**src/inc/aerl_pkg.sv**
```systemverilog
// constants for the root port error logging block
// assumes byte addressing of a 4 KiB configuration space
package aerl_pkg;
  // ---------------------------------------------------------
  // register offsets
  // ---------------------------------------------------------
  localparam logic [11:0] OFS_SEV = 12'h10C;
  localparam logic [11:0] OFS_COR_STS = 12'h110;
  localparam logic [11:0] OFS_COR_MSK = 12'h114;
  localparam logic [11:0] OFS_CAP_CTRL = 12'h118;
  localparam logic [11:0] OFS_HDR0 = 12'h11C;
  localparam logic [11:0] OFS_HDR1 = 12'h120;
  localparam logic [11:0] OFS_HDR2 = 12'h124;
  localparam logic [11:0] OFS_HDR3 = 12'h128;
  localparam logic [11:0] OFS_ROOT_CMD = 12'h12C;
  localparam logic [11:0] OFS_ROOT_STS = 12'h130;
  localparam logic [11:0] OFS_SRC_ID = 12'h134;
  // ---------------------------------------------------------
  // field positions and masks
  // ---------------------------------------------------------
  localparam int COR_RX = 0;
  localparam int COR_TLP = 6;
  localparam int COR_DLLP = 7;
  localparam int COR_ROLL = 8;
  localparam int COR_REPLAY = 12;
  localparam logic [31:0] COR_BITS = 32'h000011C1;
  localparam logic [31:0] SEV_BITS = 32'h00000031;
  localparam logic [31:0] SEV_RST = 32'h00000011;
  localparam logic [31:0] CMD_BITS = 32'h00000007;
  localparam int RS_FIRST_COR = 0;
  localparam int RS_MULT_COR = 1;
  localparam int RS_FIRST_UNC = 2;
  localparam int RS_MULT_UNC = 3;
  localparam int RS_FIRST_FAT = 4;
  localparam int RS_NF_RCVD = 5;
  localparam int RS_FAT_RCVD = 6;
  localparam logic [31:0] RS_W1C = 32'h0000007F;
  localparam int MSGNUM_LSB = 27;
  localparam int PTR_W = 5;
  // ---------------------------------------------------------
  // received message types
  // ---------------------------------------------------------
  localparam logic [1:0] MSG_COR = 2'h0;
  localparam logic [1:0] MSG_NF = 2'h1;
  localparam logic [1:0] MSG_FAT = 2'h2;
endpackage

```
**src/hdl/aerl_top.sv**
```systemverilog
// root port advanced error logging registers with a wishbone slave
// assumes all event inputs come from logic on CLK_IN; the warm
// reset pin is asynchronous and is synchronised here
//
// The Wishbone interface to the registers was chosen for this implementation.
module aerl_top
  import aerl_pkg::*;
(
  // clock and resets
  input wire logic CLK_IN,
  input wire logic RST_N_IN,
  input wire logic WARM_RST_N_IN,
  // wishbone slave
  input wire logic WB_CYC_IN,
  input wire logic WB_STB_IN,
  input wire logic WB_WE_IN,
  input wire logic [11:0] WB_ADR_IN,
  input wire logic [3:0] WB_SEL_IN,
  input wire logic [31:0] WB_DAT_IN,
  output logic [31:0] WB_DAT_OUT,
  output logic WB_ACK_OUT,
  // detected error events, one-cycle pulses
  input wire logic [4:0] COR_ERR_IN,
  input wire logic [31:0] UNCOR_ERR_IN,
  input wire logic [31:0] UNCOR_SEV_IN,
  input wire logic [15:0] SELF_ID_IN,
  input wire logic [31:0] HDR0_IN,
  input wire logic [31:0] HDR1_IN,
  input wire logic [31:0] HDR2_IN,
  input wire logic [31:0] HDR3_IN,
  input wire logic LOG_UNLOCK_IN,
  // received error messages
  input wire logic MSG_VALID_IN,
  input wire logic [1:0] MSG_TYPE_IN,
  input wire logic [15:0] MSG_RID_IN,
  input wire logic [4:0] MSG_NUM_IN,
  // results
  output logic [4:0] COR_LOG_OUT,
  output logic [2:0] REPORT_OUT,
  output logic [31:0] SEVERITY_OUT
);
  import aerl_pkg::*;

  // ---------------------------------------------------------
  // state
  // ---------------------------------------------------------
  logic ack_r, ack_nxt;
  logic [31:0] rdat_r, rdat_nxt;
  logic wrst_s1_r, wrst_s2_r;
  logic [31:0] cor_r, cor_nxt, msk_r, msk_nxt;
  logic [31:0] sev_r, sev_nxt, cmd_r, cmd_nxt;
  logic [4:0] log_r, log_nxt;
  logic [31:0] rs_r, rs_nxt;
  logic [15:0] sid_unc_r, sid_unc_nxt, sid_cor_r, sid_cor_nxt;
  logic [2:0] rep_r, rep_nxt;
  logic lock_r, lock_nxt;
  logic [PTR_W-1:0] ptr_r, ptr_nxt;
  logic [31:0] hdr_r [4];
  logic [31:0] hdr_nxt [4];

  // ---------------------------------------------------------
  // bus decode
  // ---------------------------------------------------------
  logic hit, wr;
  logic [31:0] bmask, wbits;
  logic [4:0] msk5;
  logic [31:0] cor_ev;

  // one access per request; ack drops the cycle after
  always_comb begin
    hit = WB_CYC_IN & WB_STB_IN & ~ack_r;
    wr = hit & WB_WE_IN;
    bmask = {{8{WB_SEL_IN[3]}}, {8{WB_SEL_IN[2]}},
             {8{WB_SEL_IN[1]}}, {8{WB_SEL_IN[0]}}};
    wbits = WB_DAT_IN & bmask;
    ack_nxt = hit;
    rdat_nxt = rdat_r;
    if (hit && !WB_WE_IN) begin
      case (WB_ADR_IN)
        OFS_SEV: rdat_nxt = sev_r;
        OFS_COR_STS: rdat_nxt = cor_r;
        OFS_COR_MSK: rdat_nxt = msk_r;
        // crc bits 8:5 always zero, pointer below
        OFS_CAP_CTRL: rdat_nxt = {27'h0, ptr_r};
        OFS_HDR0: rdat_nxt = hdr_r[0];
        OFS_HDR1: rdat_nxt = hdr_r[1];
        OFS_HDR2: rdat_nxt = hdr_r[2];
        OFS_HDR3: rdat_nxt = hdr_r[3];
        OFS_ROOT_CMD: rdat_nxt = cmd_r;
        // message number from configuration
        OFS_ROOT_STS: rdat_nxt = {MSG_NUM_IN, 20'h0, rs_r[6:0]};
        OFS_SRC_ID: rdat_nxt = {sid_unc_r, sid_cor_r};
        default: rdat_nxt = 32'h00000000;
      endcase
    end
  end

  // bus registers
  always_ff @(posedge CLK_IN or negedge RST_N_IN) begin
    if (!RST_N_IN) begin
      ack_r <= 1'b0;
      rdat_r <= 32'h00000000;
    end else begin
      ack_r <= ack_nxt;
      rdat_r <= rdat_nxt;
    end
  end

  // ---------------------------------------------------------
  // warm reset synchroniser
  // ---------------------------------------------------------
  // warm reset only touches non-sticky state
  always_ff @(posedge CLK_IN or negedge RST_N_IN) begin
    if (!RST_N_IN) begin
      wrst_s1_r <= 1'b0;
      wrst_s2_r <= 1'b0;
    end else begin
      wrst_s1_r <= WARM_RST_N_IN;
      wrst_s2_r <= wrst_s1_r;
    end
  end

  // ---------------------------------------------------------
  // correctable status, mask, severity, command
  // ---------------------------------------------------------
  always_comb begin
    cor_ev = 32'h00000000;
    cor_ev[COR_RX] = COR_ERR_IN[0];
    cor_ev[COR_TLP] = COR_ERR_IN[1];
    cor_ev[COR_DLLP] = COR_ERR_IN[2];
    cor_ev[COR_ROLL] = COR_ERR_IN[3];
    cor_ev[COR_REPLAY] = COR_ERR_IN[4];
    msk5 = {msk_r[COR_REPLAY], msk_r[COR_ROLL], msk_r[COR_DLLP],
            msk_r[COR_TLP], msk_r[COR_RX]};
    // every event lands, and a set beats a same-cycle clear
    cor_nxt = cor_r;
    if (wr && WB_ADR_IN == OFS_COR_STS) begin
      cor_nxt = cor_r & ~wbits;
    end
    cor_nxt = (cor_nxt | cor_ev) & COR_BITS;
    msk_nxt = msk_r;
    if (wr && WB_ADR_IN == OFS_COR_MSK) begin
      msk_nxt = ((msk_r & ~bmask) | wbits) & COR_BITS;
    end
    // mask blocks forwarding only, never the status
    log_nxt = COR_ERR_IN & ~msk5;
    // bit 0 stays writable and sev_eff reads it like bits 4 and 5
    sev_nxt = sev_r;
    if (wr && WB_ADR_IN == OFS_SEV) begin
      sev_nxt = ((sev_r & ~bmask) | wbits) & SEV_BITS;
    end
    cmd_nxt = cmd_r;
    if (wr && WB_ADR_IN == OFS_ROOT_CMD) begin
      cmd_nxt = ((cmd_r & ~bmask) | wbits) & CMD_BITS;
    end
    if (!wrst_s2_r) begin
      cmd_nxt = 32'h00000000;
    end
  end

  // sticky status, mask and severity reset only on power-on reset; the command also clears on warm reset
  always_ff @(posedge CLK_IN or negedge RST_N_IN) begin
    if (!RST_N_IN) begin
      cor_r <= 32'h00000000;
      msk_r <= 32'h00000000;
      sev_r <= SEV_RST;
      cmd_r <= 32'h00000000;
      log_r <= 5'h00;
    end else begin
      cor_r <= cor_nxt;
      msk_r <= msk_nxt;
      sev_r <= sev_nxt;
      cmd_r <= cmd_nxt;
      log_r <= log_nxt;
    end
  end

  // ---------------------------------------------------------
  // root error status and source ids
  // ---------------------------------------------------------
  logic msg_cor, msg_nf, msg_fat, msg_unc;
  logic self_cor, self_fat, self_nf, self_unc;
  logic cor_any, unc_any, fat_any, nf_any;
  logic [31:0] sev_eff;

  always_comb begin
    msg_cor = MSG_VALID_IN && MSG_TYPE_IN == MSG_COR;
    msg_nf = MSG_VALID_IN && MSG_TYPE_IN == MSG_NF;
    msg_fat = MSG_VALID_IN && MSG_TYPE_IN == MSG_FAT;
    msg_unc = msg_nf | msg_fat;
    // own errors count as messages from ourselves
    sev_eff = (UNCOR_SEV_IN & ~SEV_BITS) | sev_r;
    self_cor = |log_nxt;
    self_fat = |(UNCOR_ERR_IN & sev_eff);
    self_nf = |(UNCOR_ERR_IN & ~sev_eff);
    self_unc = self_fat | self_nf;
    cor_any = msg_cor | self_cor;
    unc_any = msg_unc | self_unc;
    fat_any = msg_fat | self_fat;
    nf_any = msg_nf | self_nf;
    // clear first so a new event in the same cycle wins
    rs_nxt = rs_r;
    if (wr && WB_ADR_IN == OFS_ROOT_STS) begin
      rs_nxt = rs_r & ~(wbits & RS_W1C);
    end
    sid_cor_nxt = sid_cor_r;
    sid_unc_nxt = sid_unc_r;
    // enables gate only the report pulses at the end, never the logging
    if (cor_any) begin
      if (!rs_nxt[RS_FIRST_COR]) begin
        rs_nxt[RS_FIRST_COR] = 1'b1;
        sid_cor_nxt = msg_cor ? MSG_RID_IN : SELF_ID_IN;
        rs_nxt[RS_MULT_COR] = rs_nxt[RS_MULT_COR] | (msg_cor & self_cor);
      end else begin
        rs_nxt[RS_MULT_COR] = 1'b1; // id dropped
      end
    end
    if (unc_any) begin
      if (!rs_nxt[RS_FIRST_UNC]) begin
        rs_nxt[RS_FIRST_UNC] = 1'b1;
        sid_unc_nxt = msg_unc ? MSG_RID_IN : SELF_ID_IN;
        // fatal flag follows the event that became first
        rs_nxt[RS_FIRST_FAT] = msg_unc ? msg_fat : self_fat;
        rs_nxt[RS_MULT_UNC] = rs_nxt[RS_MULT_UNC] | (msg_unc & self_unc);
      end else begin
        rs_nxt[RS_MULT_UNC] = 1'b1;
      end
    end
    rs_nxt[RS_FAT_RCVD] = rs_nxt[RS_FAT_RCVD] | fat_any;
    rs_nxt[RS_NF_RCVD] = rs_nxt[RS_NF_RCVD] | nf_any;
    rs_nxt = rs_nxt & RS_W1C;
    // enabled category pulses toward the interrupt logic
    rep_nxt = {fat_any & cmd_r[2], nf_any & cmd_r[1], cor_any & cmd_r[0]};
  end

  // root status registers
  always_ff @(posedge CLK_IN or negedge RST_N_IN) begin
    if (!RST_N_IN) begin
      rs_r <= 32'h00000000;
      sid_cor_r <= 16'h0000;
      sid_unc_r <= 16'h0000;
      rep_r <= 3'h0;
    end else begin
      rs_r <= rs_nxt;
      sid_cor_r <= sid_cor_nxt;
      sid_unc_r <= sid_unc_nxt;
      rep_r <= rep_nxt;
    end
  end

  // ---------------------------------------------------------
  // first error pointer and header log
  // ---------------------------------------------------------
  logic lock_eff, cap;

  // the log stays frozen until the owner of the status unlocks it
  always_comb begin
    lock_eff = lock_r & ~LOG_UNLOCK_IN;
    cap = (|UNCOR_ERR_IN) & ~lock_eff;
    lock_nxt = lock_eff | cap;
    ptr_nxt = ptr_r;
    hdr_nxt = hdr_r;
    if (cap) begin
      // ascending scan leaves the leftmost bit
      for (int i = 0; i < 32; i++) begin
        if (UNCOR_ERR_IN[i]) begin
          ptr_nxt = PTR_W'(i);
        end
      end
      // later headers cannot reach a locked log
      hdr_nxt[0] = HDR0_IN;
      hdr_nxt[1] = HDR1_IN;
      hdr_nxt[2] = HDR2_IN;
      hdr_nxt[3] = HDR3_IN;
    end
  end

  // log registers, one per dword
  genvar g;
  generate
    for (g = 0; g < 4; g++) begin : g_hdr
      always_ff @(posedge CLK_IN or negedge RST_N_IN) begin
        if (!RST_N_IN) begin
          hdr_r[g] <= 32'h00000000;
        end else begin
          hdr_r[g] <= hdr_nxt[g];
        end
      end
    end
  endgenerate

  // lock and pointer
  always_ff @(posedge CLK_IN or negedge RST_N_IN) begin
    if (!RST_N_IN) begin
      lock_r <= 1'b0;
      ptr_r <= '0;
    end else begin
      lock_r <= lock_nxt;
      ptr_r <= ptr_nxt;
    end
  end

  // ---------------------------------------------------------
  // outputs
  // ---------------------------------------------------------
  assign WB_ACK_OUT = ack_r;
  assign WB_DAT_OUT = rdat_r;
  assign COR_LOG_OUT = log_r;
  assign REPORT_OUT = rep_r;
  assign SEVERITY_OUT = sev_r;

  logic clr_rs, clr_cor;
  assign clr_rs = wr && WB_ADR_IN == OFS_ROOT_STS;
  assign clr_cor = wr && WB_ADR_IN == OFS_COR_STS;
endmodule

```
**config.mk**
```make
export PLATFORM = sky130hd
export DESIGN_NAME = aerl_top
export DESIGN_NICKNAME = d
export VERILOG_FILES = /design/src/inc/aerl_pkg.sv /design/src/hdl/aerl_top.sv
export SDC_FILE = /design/constraint.sdc
export NUM_CORES = 1
export LEC_CHECK = 0
export ABC_CLOCK_PERIOD_IN_PS = 2800
export BUFFER_PORTS_ARGS = -buffer_cell sky130_fd_sc_hd__buf_2
export CORE_UTILIZATION = 53
export CTS_BUF_LIST = sky130_fd_sc_hd__clkbuf_4
export DETAILED_ROUTE_END_ITERATION = 10
export PLACE_DENSITY = 0.92
export SETUP_SLACK_MARGIN = 0.2
export SYNTH_ARGS = -nofsm -noshare
export SYNTH_HDL_FRONTEND = slang
export SYNTH_SLANG_ARGS = --single-unit
```
**constraint.sdc**
```tcl
create_clock -name CLK_IN -period 2.8 [get_ports CLK_IN]
set_input_delay 0.28 -clock CLK_IN [delete_from_list [all_inputs] [get_ports CLK_IN]]
set_output_delay 0.28 -clock CLK_IN [all_outputs]
set_load 0.03 [all_outputs]
```
Word level (Yosys, flattened, before mapping)
Cells that the tools add are included.
- eq/ne operators: 14
- muxes and demuxes: 45
- bitwise logic cells: 45
- reduce and logical (&&, ||, !) cells: 19
- operators with widths (cell ; number):
    $pmux W32 S11 ; 1
    $mux W5 ; 32
    $eq A12 B9 Y1 const B ; 11
    $reduce_or A32 Y1 ; 3
    $and A32 B32 Y32 ; 2
    $mux W32 ; 2
    $and A13 B13 Y13 ; 3
    $mux W16 ; 2
    $not A32 Y32 ; 1
    $or A32 B6 Y32 ; 1
    $reduce_bool A32 Y1 ; 1
    $not A13 Y13 ; 2
    $or A13 B13 Y13 ; 2
    $mux W13 ; 1
    $or A1 B1 Y1 ; 11
    $and A1 B1 Y1 ; 10
    $logic_and A1 B1 Y1 ; 9
    $and A7 B7 Y7 ; 1
    $mux W7 ; 1
    $not A7 Y7 ; 1
    $and A6 B6 Y6 ; 1
    $or A6 B6 Y6 ; 1
    $reduce_and A2 Y1 ; 3
    $and A5 B5 Y5 ; 1
    other kinds (13) ; 20
- flip-flop bits (word level): 261
- bits of input ports: 292
- output and inout bits: 73
- word-level logic and storage cells: 142

Logic depth before layout (Yosys ltp)
- depth after elaboration: 32
- mapped depth: 10
- mapped depth without buffers: 6

Worst setup path after synthesis
Ideal clock, no wire load.
- path kind: in2reg
- start: input WB_ADR_IN[1]
- end: register sid_unc_r[10]
- library setup time: 127 ps
- arrival: 2360 ps
- data required time: 2673 ps
- path slack: 312 ps
- stages on the path: 10
- buffers on the path: 4
- cells stage by stage: or4_1 > buf_6 > nor4_4 > nor2b_1 > buf_4 > a21bo_4 > o21a_1 > buf_4 > buf_6 > mux2_1
- cells in the longest elaborated chain, start to end: 5
- RTL lines (element ; line ; RTL):
    start: declaration ; aerl_top.sv:17 ; input wire logic [11:0] WB_ADR_IN,
    $eq A12 B9 Y1 ; n/a ;
    $logic_and A1 B1 Y1 ; n/a ;
    $mux W7 ; aerl_top.sv:203 ; if (wr && WB_ADR_IN == OFS_ROOT_STS) begin
    $not A1 Y1 (no line) ; n/a ;
    $reduce_and A2 Y1 (no line) ; n/a ;
    end signal: assignment ; aerl_top.sv:246 ; sid_unc_r <= sid_unc_nxt;
    end: declaration ; aerl_top.sv:54 ; logic [15:0] sid_unc_r, sid_unc_nxt, sid_cor_r, sid_cor_nxt;
No other way between the ends.
A chain may end at the register's enable or synchronous reset.

==> out/results.tsv <==
stage	metric	value	unit
route	Iter 0 DRT Violations	1006	
synth	FFs w/ async S/R, synth	100	%
global_route	GRT Total Usage	43.2	%
route	via count	11400	
clock_tree	postcts setup bufs	0	
power_and_ir_drop	P_leak	7.39	nW
sta	RSZ-0062 raised after global routing	false	
synth	Synth top area share	51.0	%
route	Total Wirelength	46.7	mm
sta	Final Max Slew Viols	0	
synth	post-synth design cell area	11300	sq um
clock_tree	CTS H-tree depth	2	
die	Initial Util	53.9	%
setup_path	CP Class	reg -> reg	
finish	share of layout cells above drive strength 1	42.1	%
clock_tree	clock sinks	232	
sta	Slew HR	60.6	%
power_and_ir_drop	Pint	5.66	mW
synth	compound-gate portion of the synthesized area	13.4	%
die	die height	148	um
placed_design	RD Place Congestion	1.09	
power_and_ir_drop	Psw	2.38	mW
finish	Layout Nets	1779	
synth	Synth Flop Type	dfrtp_1	
clock_tree	Worst-path clk slew	0.10	ns
route	Avg WL per Cell	25.8	um
placed_design	DP Area	13300	sq um
min_path	HP Class	in -> reg	
route	ANT nets after route	0	
die	io pins	365	
synth	Avg Cell Area, Syn	12.1	sq um
finish	Finished Core Util	76.4	%
sta	highest clock rate	394	MHz
global_route	largest net degree at the start of global routing	75	
synth	post-synthesis mux area share	21.7	%
synth	simple-gate share of the synthesized area	8.72	%
die	die area	21900	sq um
global_route	vias in the first global route	12400	
synth	register area share after synthesis	51.4	%
synth	Post-Synth XOR/XNOR Area	0.0776	%
clock_tree	clk_lat worst skew	0.71	ns
setup_path	Worst setup EP type	register	
setup_path	arrival time at the worst endpoint	3.11	ns
min_path	Worst Hold Endpoint	sid_cor_r[7]	
clock_tree	CTS max path bufs	3	
synth	top cells by area, synth	dfrtp_1 51%, mux2_2 18%, a22oi_1 4.9%, a21o_1 2.2%, buf_4 2.1%	
route	DRT Pass-1 Iters	6	
sta	period utilization	90.6	%
synth	warnings from Yosys	0	
clock_tree	number of buffers created by CTS	58	
placed_design	port bufs	308	
synth	combinational family with the most area after synthesis	multiplexers	
die	std cell rows	53	
clock_tree	clk root buf	clkbuf_4	
sta	post-layout minimum cycle time	2.54	ns
die	CORE AREA	21000	sq um
sta	clock skew	0.0466	ns
setup_path	CP required	3.38	ns
power_and_ir_drop	Sw Share	29.6	%
sta	Setup TNS Final	0	ns
finish	area grow syn2layout	41.8	%
min_path	Hold Path Origin	MSG_RID_IN[7]	
global_route	first-pass GRT wire length	70.0	mm
sta	final setup fails	0	
global_route	initial antenna violation count	6	
clock_tree	CTS tree	built	
synth	post-synthesis register bit count	232	
setup_path	reg2reg end	sid_cor_r[15]	
setup_path	CP startpoint kind	register	
sta	Worst Max-Slew Pin Slew	0.590	ns
setup_path	R2R setup slack	0.26	ns
power_and_ir_drop	Comb power frac	15.4	%
setup_path	Critical Path Fanout Max	16	
power_and_ir_drop	PwrDens	502	nW/um^2
global_route	gr ovfl total	0	
power_and_ir_drop	clock network fraction of total power	37.7	%
placed_design	placed wire-length estimate	25.1	mm
synth	Synth cell types	64	
synth	Syn Inst Count	932	
route	DRC violations left	0	
min_path	hold path cells	3	
synth	Synth area leader	dfrtp_1	
outcome	status	completed	
run	# Max-Cap Violations	0	
route	vias per inst	6.29	
finish	post-route cell area	16000	sq um
power_and_ir_drop	maximum vdd drop	0.000389	V
sta	worst hold slack	0.00959	ns
power_and_ir_drop	Overall Power	8.04	mW
synth	Post-synth EDFFs	0	
synth	Synth Area in Adders	0.0886	%
sta	final hold violation count	0	
setup_path	R2R depth	7	
die	Die X	148	um
power_and_ir_drop	Flop pwr share	46.9	%
## layout by cell type, fill, tap and decap left out, types with 15 or more instances in the layout
cell / instances
a31oi_1: 28
nand2_1: 61
buf_4: 25
dlygate4sd3_1: 201
dfrtp_1: 230
nor2_1: 30
clkbuf_4: 81
buf_2: 307
a21o_1: 33
a22oi_1: 73
inv_1: 15
a21oi_1: 16
conb_1: 29
nand2b_1: 29
mux2_2: 185
## how the worst max path moves through the flow
stage	slack, ns	to
6_report	0.26	sid_cor_r[15]
5_1_grt	0.25	sid_cor_r[15]
3_3_place_gp	0.18	WB_DAT_OUT[5]
3_5_place_dp	0.13	WB_DAT_OUT[15]
4_1_cts	0.44	sid_cor_r[9]
2_1_floorplan	0.31	sid_unc_r[10]
## flip-flops by register name, summed over array words and instances, names as in the netlist, named ones only
register and cells:
WB_DAT_OUT 32, sid_unc_r 16, rs_r 7, ptr_r 5
hdr_r 128, sid_cor_r 16, wrst_s1_r 1, REPORT_OUT 3
wrst_s2_r 1, cor_r 5, WB_ACK_OUT 1, COR_LOG_OUT 5
cmd_r 3, lock_r 1
## worst max-delay path, stage by stage, from the launching register on
cell	delay (ns)
dfrtp_1	0.41
nor2b_1	0.17
or4_1	0.61
nor2_2	0.22
and2_1	0.21
nand2b_1	0.15
buf_6	0.25
mux2_2	0.38
## per-layer routing
layer	global-route usage (%)	up-vias	wire (um)
met1	45.6	5398	14900
met3	11.7	347	4630
met4	35.8	2	4280
met5	0	-	13
li1	-	4552	-
met2	72.4	1074	22800
## kinds of logic after synthesis
group                      Yosys count
DFF                                232
muxes                              213
AOI/OAI and AO/OA                  207
and+or+nand+nor                    185
buffers and inverters               92
adders and majority gates            1
other                                1
xor gates and xnor gates             1
## area by class of cell
class | count | area, sq um
diodes | 6 | 15.0
clock buffers | 81 | 608
clock inverters | 20 | 105
fillers | 1225 | 4940
inverters | 15 | 56.3
multi-input cells | 636 | 5130
flip-flops and latches | 232 | 5810
well taps | 275 | 344
repair buffers | 544 | 3940
## power by group through the flow
stage / logic [mW] / registers, mW / clock network (mW)
floorplan: 0.522 / 3.75 / 0
global placement: 0.879 / 3.77 / 0
detailed placement: 0.917 / 3.79 / 0
CTS: 1.15 / 3.73 / 2.86
global route: 1.30 / 3.78 / 3.19
finish: 1.24 / 3.77 / 3.03
## through the flow
step                worst slack (ns)  cells
detailed placement             0.128   1501
CTS                            0.440   1803
global placement               0.183   1501
finish                         0.262   1809
global route                   0.252   1809
floorplan                      0.312    960
## timing repair
item / in CTS / in global routing
endpoints found under the hold margin: 276 / 0
hold buffers: 201 / 0
setup endpoints to repair: 0 / 16
resized for setup: 0 / 2
## synth_stat cells (all sizes together), types with 2 or more instances
| cell | instances |
|---|---|
| a2111oi | 2 |
| a21bo | 2 |
| a21o | 33 |
| a21oi | 16 |
| a221oi | 5 |
| a222oi | 2 |
| a22o | 4 |
| a22oi | 73 |
| a31oi | 28 |
| a32o | 2 |
| a32oi | 6 |
| and2 | 3 |
| buf | 41 |
| clkbuf | 36 |
| dfrtp | 230 |
| dfstp | 2 |
| inv | 15 |
| mux2 | 205 |
| mux2i | 6 |
| mux4 | 2 |
| nand2 | 61 |
| nand2b | 30 |
| nand3 | 6 |
| nand4 | 6 |
| nand4b | 2 |
| nor2 | 32 |
| nor2b | 12 |
| nor3 | 7 |
| nor3b | 2 |
| nor4 | 13 |
| o2111ai | 8 |
| o21ai | 11 |
| o221ai | 2 |
| o22ai | 2 |
| o31ai | 2 |
| or2 | 2 |
| or3 | 3 |
| or4 | 2 |
Power figures use the tool's default switching activity.
